===== config.mk =====
export PLATFORM = sky130hd
export DESIGN_NAME = qsd_top
export DESIGN_NICKNAME = d
export VERILOG_FILES = /design/src/rtl/qsd_pkg.sv /design/src/rtl/qsd_channel.sv /design/src/rtl/qsd_top.sv
export SDC_FILE = /design/constraint.sdc
export NUM_CORES = 1
export LEC_CHECK = 0
export ABC_AREA = 1
export ABC_CLOCK_PERIOD_IN_PS = 2800
export BUFFER_PORTS_ARGS = -buffer_cell sky130_fd_sc_hd__buf_2
export CORE_ASPECT_RATIO = 1.75
export CORE_UTILIZATION = 30
export DETAILED_ROUTE_END_ITERATION = 8
export HOLD_SLACK_MARGIN = 0.02
export SYNTH_ARGS = -nofsm -noshare
export SYNTH_HDL_FRONTEND = slang
export SYNTH_SLANG_ARGS = --single-unit

===== constraint.sdc =====
create_clock -name sys_clk -period 2.8 [get_ports sys_clk]
set_clock_uncertainty 0.15 [all_clocks]
set_input_delay 0.14 -clock sys_clk [delete_from_list [all_inputs] [get_ports sys_clk]]
set_output_delay 0.14 -clock sys_clk [all_outputs]
set_load 0.005 [all_outputs]

===== src/rtl/qsd_pkg.sv =====
/*
 * qsd_pkg: shared constants, register map and carrier types of the quad
 * sink driver control block.
 * assumes a single 50 MHz sys_clk domain and classic wishbone access.
 */
package qsd_pkg;

    localparam int unsigned NUM_CH          = 4;
    localparam int unsigned CLK_HZ          = 50_000_000;

    // overcurrent filter time in ns, retry hold time in us
    localparam int unsigned OC_FILTER_NS    = 3500;
    localparam int unsigned FAULT_HOLD_US   = 1200;
    // filter is a least time: round up
    localparam int unsigned OC_FILTER_CYC   =
        (OC_FILTER_NS * (CLK_HZ / 1_000_000) + 999) / 1000;
    localparam int unsigned FAULT_HOLD_CYC  =
        FAULT_HOLD_US * (CLK_HZ / 1_000_000);
    localparam int unsigned CNT_W           = 17;

    // register byte offsets
    localparam logic [3:0] REG_CTRL         = 4'h0;
    localparam logic [3:0] REG_STAT         = 4'h4;
    localparam logic [3:0] REG_EVT          = 4'h8;
    localparam logic [3:0] REG_MASK         = 4'hC;

    // ctrl fields
    localparam int unsigned CTRL_CH_LSB     = 0;
    localparam int unsigned CTRL_EN_LOW_BIT = 4;
    localparam int unsigned CTRL_RST_BIT    = 5;
    localparam int unsigned CTRL_SRC_BIT    = 6;
    localparam logic [6:0]  CTRL_RESET      = 7'h00;

    // event bits: 0..3 per-channel overcurrent trip, 4 thermal trip,
    // 5 low-supply lockout, 6 fault release
    localparam int unsigned EVT_THERM_BIT   = 4;
    localparam int unsigned EVT_LOCK_BIT    = 5;
    localparam int unsigned EVT_REL_BIT     = 6;
    localparam int unsigned EVT_W           = 7;
    localparam logic [6:0]  MASK_RESET      = 7'h00;

    typedef enum logic [1:0] {
        CH_RUN   = 2'b00,
        CH_FILT  = 2'b01,
        CH_HOLD  = 2'b10
    } qsd_ch_state_t;

    typedef struct packed {
        logic               cyc;
        logic               stb;
        logic               we;
        logic [3:0]         adr;
        logic [3:0]         sel;
        logic [31:0]        dat;
    } qsd_wb_req_t;

    typedef struct packed {
        logic               ack;
        logic [31:0]        dat;
    } qsd_wb_rsp_t;

endpackage


===== src/rtl/qsd_channel.sv =====
/*
 * qsd_channel: one channel's overcurrent filter and retry timer.
 * assumes the parent applies the combined logic reset and the enable gate.
 */
module qsd_channel (
    // clock and reset
    input  wire logic   sys_clk,
    input  wire logic   srst,
    // channel
    input  wire logic   driveReq,
    input  wire logic   limitActive,
    output logic        channelOn,
    output logic        ocFault,
    output logic        tripPulse
);

    typedef struct packed {
        qsd_pkg::qsd_ch_state_t  state;
        logic [qsd_pkg::CNT_W-1:0] cnt;
        logic                    trip;
    } qsd_ch_reg_t;

    qsd_ch_reg_t st_r;
    qsd_ch_reg_t st_nxt;

    always_comb begin
        st_nxt      = st_r;
        st_nxt.trip = 1'b0;
        case (st_r.state)
            qsd_pkg::CH_RUN: begin
                if (driveReq && limitActive) begin
                    st_nxt.state = qsd_pkg::CH_FILT;
                    st_nxt.cnt   = qsd_pkg::CNT_W'(1);
                end
            end
            qsd_pkg::CH_FILT: begin
                // a single gap in the limit restarts the filter
                if (!(driveReq && limitActive)) begin
                    st_nxt.state = qsd_pkg::CH_RUN;
                end else if (st_r.cnt >=
                             qsd_pkg::CNT_W'(qsd_pkg::OC_FILTER_CYC)) begin
                    st_nxt.state = qsd_pkg::CH_HOLD;
                    st_nxt.cnt   = qsd_pkg::CNT_W'(1);
                    st_nxt.trip  = 1'b1;
                end else begin
                    st_nxt.cnt = st_r.cnt + qsd_pkg::CNT_W'(1);
                end
            end
            qsd_pkg::CH_HOLD: begin
                if (st_r.cnt >= qsd_pkg::CNT_W'(qsd_pkg::FAULT_HOLD_CYC)) begin
                    st_nxt.state = qsd_pkg::CH_RUN;
                end else begin
                    st_nxt.cnt = st_r.cnt + qsd_pkg::CNT_W'(1);
                end
            end
            default: st_nxt.state = qsd_pkg::CH_RUN;
        endcase
    end

    always_ff @(posedge sys_clk) begin
        if (srst) begin
            st_r <= '{qsd_pkg::CH_RUN, '0, 1'b0};
        end else begin
            st_r <= st_nxt;
        end
    end

    // driver disabled while holding off after a trip
    assign channelOn = driveReq && (st_r.state != qsd_pkg::CH_HOLD);
    assign ocFault   = (st_r.state == qsd_pkg::CH_HOLD);
    assign tripPulse = st_r.trip;

endmodule


===== src/rtl/qsd_top.sv =====
/*
 * qsd_top: control and protection logic of a four-channel low-side
 * sink driver, with a wishbone register slave and a level interrupt.
 * assumes pins and analog sense flags are synchronous to sys_clk; the
 * pull-downs on the enable and reset pins are modelled by the pad ring.
 */
// Summary of operation
// - outputs are on only while the active-low drive enable is low
// - four independent channels, each input switching its own sink
// - limit held beyond the filter time disables the channel, asserts fault
// - tripped channel stays off for the hold time, then recovers itself
// - reset or supply loss clears an overcurrent fault at once
// - thermal trip turns all sinks off and asserts fault until it clears
// - low-supply lockout disables everything and holds logic in reset
// - active-high reset input resets internal logic including faults
// - while reset is asserted channel and enable inputs are ignored
// - power-up reset resets internal logic without the reset pin
// - undriven enable and reset pins read low: enabled, not reset
module qsd_top (
    // clock and reset
    input  wire logic                       sys_clk,
    input  wire logic                       srst,
    // pins from controller
    input  wire logic [qsd_pkg::NUM_CH-1:0] channelControl,
    input  wire logic                       driveEnableLow,
    input  wire logic                       resetPin,
    // analog sense
    input  wire logic [qsd_pkg::NUM_CH-1:0] overcurrentTrip,
    input  wire logic                       thermalTrip,
    input  wire logic                       lowSupplyLockout,
    input  wire logic                       powerUpReset,
    // outputs
    output logic      [qsd_pkg::NUM_CH-1:0] channelSink,
    output logic                            faultFlagLowOut,
    output logic                            faultFlagLowOe,
    output logic                            irq,
    // wishbone slave
    input  wire qsd_pkg::qsd_wb_req_t       wbReq,
    output qsd_pkg::qsd_wb_rsp_t            wbRsp
);

    typedef struct packed {
        logic [6:0]                   ctrl;
        logic [qsd_pkg::EVT_W-1:0]    evt;
        logic [qsd_pkg::EVT_W-1:0]    mask;
        logic                         lockPrev;
        logic                         thermPrev;
        logic                         faultPrev;
        logic                         ack;
        logic [31:0]                  rdat;
        logic [qsd_pkg::NUM_CH-1:0]   sink;
        logic                         faultLow;
    } qsd_top_reg_t;

    qsd_top_reg_t st_r;
    qsd_top_reg_t st_nxt;

    logic                       ctlRst;
    logic                       logicRst;
    logic [qsd_pkg::NUM_CH-1:0] chReq;
    logic [qsd_pkg::NUM_CH-1:0] chOn;
    logic [qsd_pkg::NUM_CH-1:0] chFault;
    logic [qsd_pkg::NUM_CH-1:0] chTrip;
    logic                       enLow;
    logic [qsd_pkg::NUM_CH-1:0] chIn;
    logic                       anyFault;
    logic                       busHit;
    logic [31:0]                statWord;

    // software may take the channel and enable pins' place when the source bit is set
    // a low pin means enabled and out of reset, as the pad pull-downs give
    assign enLow  = st_r.ctrl[qsd_pkg::CTRL_SRC_BIT] ?
                    st_r.ctrl[qsd_pkg::CTRL_EN_LOW_BIT] : driveEnableLow;
    assign chIn   = st_r.ctrl[qsd_pkg::CTRL_SRC_BIT] ?
                    st_r.ctrl[qsd_pkg::CTRL_CH_LSB +: qsd_pkg::NUM_CH] :
                    channelControl;
    // pin or software reset
    assign ctlRst = resetPin || st_r.ctrl[qsd_pkg::CTRL_RST_BIT];
    // every internal reset source clears the driver logic
    assign logicRst = srst || powerUpReset || lowSupplyLockout
                      || ctlRst;

    // inputs are ignored while reset is held
    assign chReq = (logicRst || enLow) ? '0 : chIn;

    genvar gi;
    generate
        for (gi = 0; gi < qsd_pkg::NUM_CH; gi++) begin : g_ch
            qsd_channel u_ch (
                .sys_clk     (sys_clk),
                .srst        (logicRst),
                .driveReq    (chReq[gi]),
                .limitActive (overcurrentTrip[gi]),
                .channelOn   (chOn[gi]),
                .ocFault     (chFault[gi]),
                .tripPulse   (chTrip[gi])
            );
        end
    endgenerate

    assign anyFault = (|chFault) || thermalTrip;
    assign busHit   = wbReq.cyc && wbReq.stb && !st_r.ack;

    always_comb begin
        statWord = 32'h0000_0000;
        statWord[3:0] = chFault;
        statWord[4]   = thermalTrip;
        statWord[5]   = lowSupplyLockout;
        statWord[6]   = enLow;
        statWord[7]   = ctlRst;
        statWord[11:8] = st_r.sink;
    end

    always_comb begin
        st_nxt           = st_r;
        st_nxt.ack       = busHit;
        st_nxt.lockPrev  = lowSupplyLockout;
        st_nxt.thermPrev = thermalTrip;
        st_nxt.faultPrev = anyFault;
        // thermal trip forces every sink off; supply lockout too
        st_nxt.sink = (thermalTrip || lowSupplyLockout) ? '0 : chOn;
        // open-drain fault pulled low while any fault stands
        st_nxt.faultLow = !anyFault;

        if (busHit && !wbReq.we) begin
            if (wbReq.adr == qsd_pkg::REG_CTRL) begin
                st_nxt.rdat = {25'h0, st_r.ctrl};
            end else if (wbReq.adr == qsd_pkg::REG_STAT) begin
                st_nxt.rdat = statWord;
            end else if (wbReq.adr == qsd_pkg::REG_EVT) begin
                st_nxt.rdat = {25'h0, st_r.evt};
                st_nxt.evt  = '0;
            end else if (wbReq.adr == qsd_pkg::REG_MASK) begin
                st_nxt.rdat = {25'h0, st_r.mask};
            end else begin
                st_nxt.rdat = 32'h0000_0000;
            end
        end
        if (busHit && wbReq.we && wbReq.sel[0]) begin
            if (wbReq.adr == qsd_pkg::REG_CTRL) begin
                st_nxt.ctrl = wbReq.dat[6:0];
            end else if (wbReq.adr == qsd_pkg::REG_MASK) begin
                st_nxt.mask = wbReq.dat[qsd_pkg::EVT_W-1:0];
            end
        end
        // events set after the read clear so a same-cycle event survives
        st_nxt.evt[3:0] = st_nxt.evt[3:0] | chTrip;
        // own edge history: a standing channel fault must not hide the rise
        if (thermalTrip && !st_r.thermPrev) begin
            st_nxt.evt[qsd_pkg::EVT_THERM_BIT] = 1'b1;
        end
        if (lowSupplyLockout && !st_r.lockPrev) begin
            st_nxt.evt[qsd_pkg::EVT_LOCK_BIT] = 1'b1;
        end
        if (!anyFault && st_r.faultPrev) begin
            st_nxt.evt[qsd_pkg::EVT_REL_BIT] = 1'b1;
        end
    end

    always_ff @(posedge sys_clk) begin
        if (srst) begin
            st_r <= '{qsd_pkg::CTRL_RESET, '0, qsd_pkg::MASK_RESET,
                      1'b0, 1'b0, 1'b0, 1'b0, 32'h0000_0000, '0, 1'b1};
        end else begin
            st_r <= st_nxt;
        end
    end

    assign channelSink     = st_r.sink;
    assign faultFlagLowOut = 1'b0;
    // enable is low while driving; high releases the line
    assign faultFlagLowOe  = st_r.faultLow;
    assign irq             = |(st_r.evt & st_r.mask);
    assign wbRsp           = '{st_r.ack, st_r.rdat};

endmodule


==> summary.txt <==
Global routing
  – Vias in the first global route: 7,618
  – Global-route wire length before repair: 34.85 mm
  – Largest net degree at the start of global routing: 67
  – Total gr overflow: 0
  – Antenna violations before repair: 1
  – Total Routing Usage GR: 16.92%

Timing
  – TNS Setup: 0 ns
  – Final period util: 91.45%
  – # setup viols final: 0
  – RSZ-0062 raised after global routing: false
  – Slew headroom: 47.67%
  – FMAX: 390.6 MHz
  – Worst slew pin tran: 0.7849 ns
  – Final Max Tran Viols: 0
  – Final Worst Setup Slack: 0.2395 ns
  – Fin crit period: 2.560 ns
  – Final hold vios: 0

Synthesis
  – Synth area leaders: dfxtp_1 (32%), nand2_1 (13%), nor2_1 (12%)
  – Cell Area, Synth: 7690 um2
  – Sequential area share after synthesis: 31.76%
  – Synth top area share: 31.76%
  – Mapped Cells: 1,221
  – Post-synth top area cell: dfxtp_1
  – Warnings, synthesis: 0
  – Syn Area/Cell: 6.298 um2
  – Synth cell types: 39
  – Register bit total from synthesis: 122

Die
  – CORE AREA: 25,240 um2
  – Die H: 213.8 um
  – Rows: 77
  – Die Wd: 123.0 um
  – Ports: 98
  – Starting density of the core: 30.46%
  – Die area: 26,300 um2

Hold path
  – Worst Hold Depth: 5
  – Hold Path End: g_ch[1].u_ch.tripPulse$_SDFF_PP0_
  – Min-delay src: overcurrentTrip[1]
  – Classification of the worst-slack hold path: in2reg

Pwr
  – Switch share: 23.45%
  – Clock power frac: 55.2%
  – Peak VDD IR: 0.3679 mV
  – Sw Pwr: 0.9966 mW
  – Leakage: 3.359 nW
  – PwrDens: 477.8 nW/um2
  – Register share of total power: 41.3%
  – Internal power: 3.254 mW
  – Combinational share of power: 3.4%

Placement
  – Gpl congestion: 0.8825
  – Port Buf Inserts: 48
  – DP HPWL: 15.71 mm
  – Pre-CTS WS: 0.3328 ns

Detailed routing
  – DR iter-0 viols: 353
  – First-pass DRT Iterations: 5
  – Number of routed nets with antenna violations: 0
  – Via/cell ratio: 4.835
  – Via Count: 7,745
  – Wirelength per Cell: 13.14 um
  – Remaining DRCs: 0
  – Detailed Route WL: 21.05 mm

Clocking
  – Post-CTS Resized: 0
  – Worst-path clk slew: 0.06 ns
  – CTS root buffer: clkbuf_16
  – CTS tree: yes
  – CTS sink count: 122
  – Clock latency on the worst-skew pair: 0.44 ns
  – CTS Buf Count: 17
  – Clock Path Buffers: 2
  – H-tree depth: 4

Final layout
  – Share of cells above drive strength 1: 9.331%
  – P&R area growth vs syn: 15.70%
  – Fillers: 2,721
  – Layout Utilization: 35.25%
  – Final #Nets: 1,355
  – Antenna cells: 0

Worst setup path
  – Crit path largest cell delay: 0.55 ns
  – Crit Path Class: in2reg
  – Slowest cell on crit path: dlygate4sd3_1
  – Nature of the critical path startpoint: primary input
  – R2r setup slk: 0.28 ns
  – Crit path max fanout: 13
  – Reg2Reg Depth: 8
  – CP bufs+invs: 5
  – Crit Reg-Reg Endpoint: wbRsp[7]$_SDFFE_PP0P_
  – Arr. time, crit path: 2.79 ns
  – Top Family by Delay on Critical Path: buffers and inverters
  – Worst-path cell chain: dlygate4sd3_1, buf_2, nand2_1, nor2_1, inv_1, nor2_1, inv_1, nor2_1, o21ai_0, a21oi_1, dlygate4sd3_1
  – CP required: 3.03 ns
  – Kind of end point of the critical path: register
  – RR Startpoint: wbRsp[32]$_SDFF_PP0_
  – Crit path top cell by count: nor2_1

Job
  – MaxCap Viol Count: 0

Status
  – Outcome: complete, no violations
flip-flops by register name (all words and copies together) (netlist names):
| register | count |
|---|---|
| g_ch.u_ch.st_r | 76 |
| st_r | 24 |
| wbRsp | 13 |
| channelSink | 4 |
| g_ch.u_ch.tripPulse | 4 |
| faultFlagLowOe | 1 |
cell usage in the layout (no fill, tap or decap), types with 4 or more instances in the layout:
cell,synthesis,final
nor3_1,31,31
nor2_1,244,244
nand3_1,86,86
buf_2,5,48
a21oi_1,89,89
o21ai_0,43,43
inv_2,6,6
nand2_1,276,276
buf_4,39,8
nor2_4,4,4
dfxtp_1,122,122
clkbuf_16,0,17
nand4_1,31,31
a22oi_1,4,4
o21ai_1,7,7
xor2_1,18,18
a41oi_1,6,6
conb_1,1,21
nand3_2,4,4
inv_6,0,6
dlygate4sd3_1,0,25
nand2_2,5,5
inv_1,126,126
ha_1,24,24
cell type report:
cell class              count  area, um2  share of cell area, %
repair buffers             81      550.5                  6.188
inverters                 133      499.2                  5.611
flip-flops and latches    122       2442                  27.45
well taps                 316      395.4                  4.444
clock inverters            14      185.2                  2.081
clock buffers              18      439.2                  4.936
multi-input cells         918       4385                  49.29
repair_timing:
action / in CTS / in global routing
endpoints found under the setup margin: 0 / 0
hold buffers: 25 / 0
setup buffers: 0 / 0
endpoints found under the hold margin: 42 / 0
metal layers:
layer | vias up | share of wire, % | GRT usage [%]
li1 | 3980 | - | -
met1 | 3522 | 36 | 15.01
met2 | 179 | 56 | 34.29
met3 | 62 | 3.3 | 2.766
met4 | 2 | 4.3 | 10.22
met5 | - | 0.048 | 0
worst register-to-register path: cells and delay by family, from the launching register on:
| family | cells | cell delay (ns) |
|---|---|---|
| buffers and inverters | 3 | 0.87 |
| and+or+nand+nor | 3 | 0.80 |
| AOI/OAI and AO/OA | 2 | 0.32 |
| DFF | 1 | 0.31 |
cell families after synthesis:
kind of cell / Yosys count / synth area share (%)
and+or+nand+nor: 691 / 38.25
adders and majority gates: 24 / 3.905
AOI/OAI and AO/OA: 162 / 11.57
DFF: 122 / 31.76
xor gates and xnor gates: 20 / 2.278
buffers and inverters: 201 / 12.19
other: 1 / 0.04877
power groups by stage:
stage / registers [mW] / clock network (mW) / logic [mW]
after CTS: 1.76 / 2.40 / 0.146
after global routing: 1.76 / 2.47 / 0.165
after detailed placement: 1.79 / 0 / 0.119
final: 1.76 / 2.35 / 0.146
after floorplan: 1.79 / 0 / 0.0949
after global placement: 1.79 / 0 / 0.119
synth_stat cells, drive strengths merged:
cell type and number:
o21ai 53, nor3b 1, nand4 33, o21bai 3, nor3 32, clkinv 1
nand2 281, ha 24, nor4 2, inv 132, conb 1, dfxtp 122
a22oi 4, nor2 251, a221oi 2, buf 49, nand3 90, xnor2 2
a41oi 6, a21oi 89, a31o 3, nand2b 1, xor2 18, o31ai 2
clkbuf 19
worst max path at each step:
stage	cells after the start	end	from
after floorplan	10	g_ch[2].u_ch.st_r[8]$_SDFFE_PP0P_	g_ch[2].u_ch.st_r[18]$_SDFFE_PP0P_
after global placement	7	g_ch[0].u_ch.st_r[2]$_SDFFE_PP0P_	st_r[61]$_SDFFE_PP0P_
after detailed placement	7	g_ch[0].u_ch.st_r[2]$_SDFFE_PP0P_	st_r[61]$_SDFFE_PP0P_
after CTS	7	g_ch[0].u_ch.st_r[2]$_SDFFE_PP0P_	st_r[61]$_SDFFE_PP0P_
after global routing	11	wbRsp[7]$_SDFFE_PP0P_	wbReq[41]
final	11	wbRsp[7]$_SDFFE_PP0P_	wbReq[41]
per-stage QoR:
step	power, mW	instances	hold slack [ns]	cell area (um2)
finish	4.251	1602	0.05280	8897
global placement	1.914	1545	0.2397	8023
global route	4.393	1602	0.09500	8897
CTS	4.300	1602	0.04057	8897
detailed placement	1.914	1545	0.2367	8023
floorplan	1.887	1241	0.1157	7765
No activity file was read; power rests on OpenSTA's default activity.
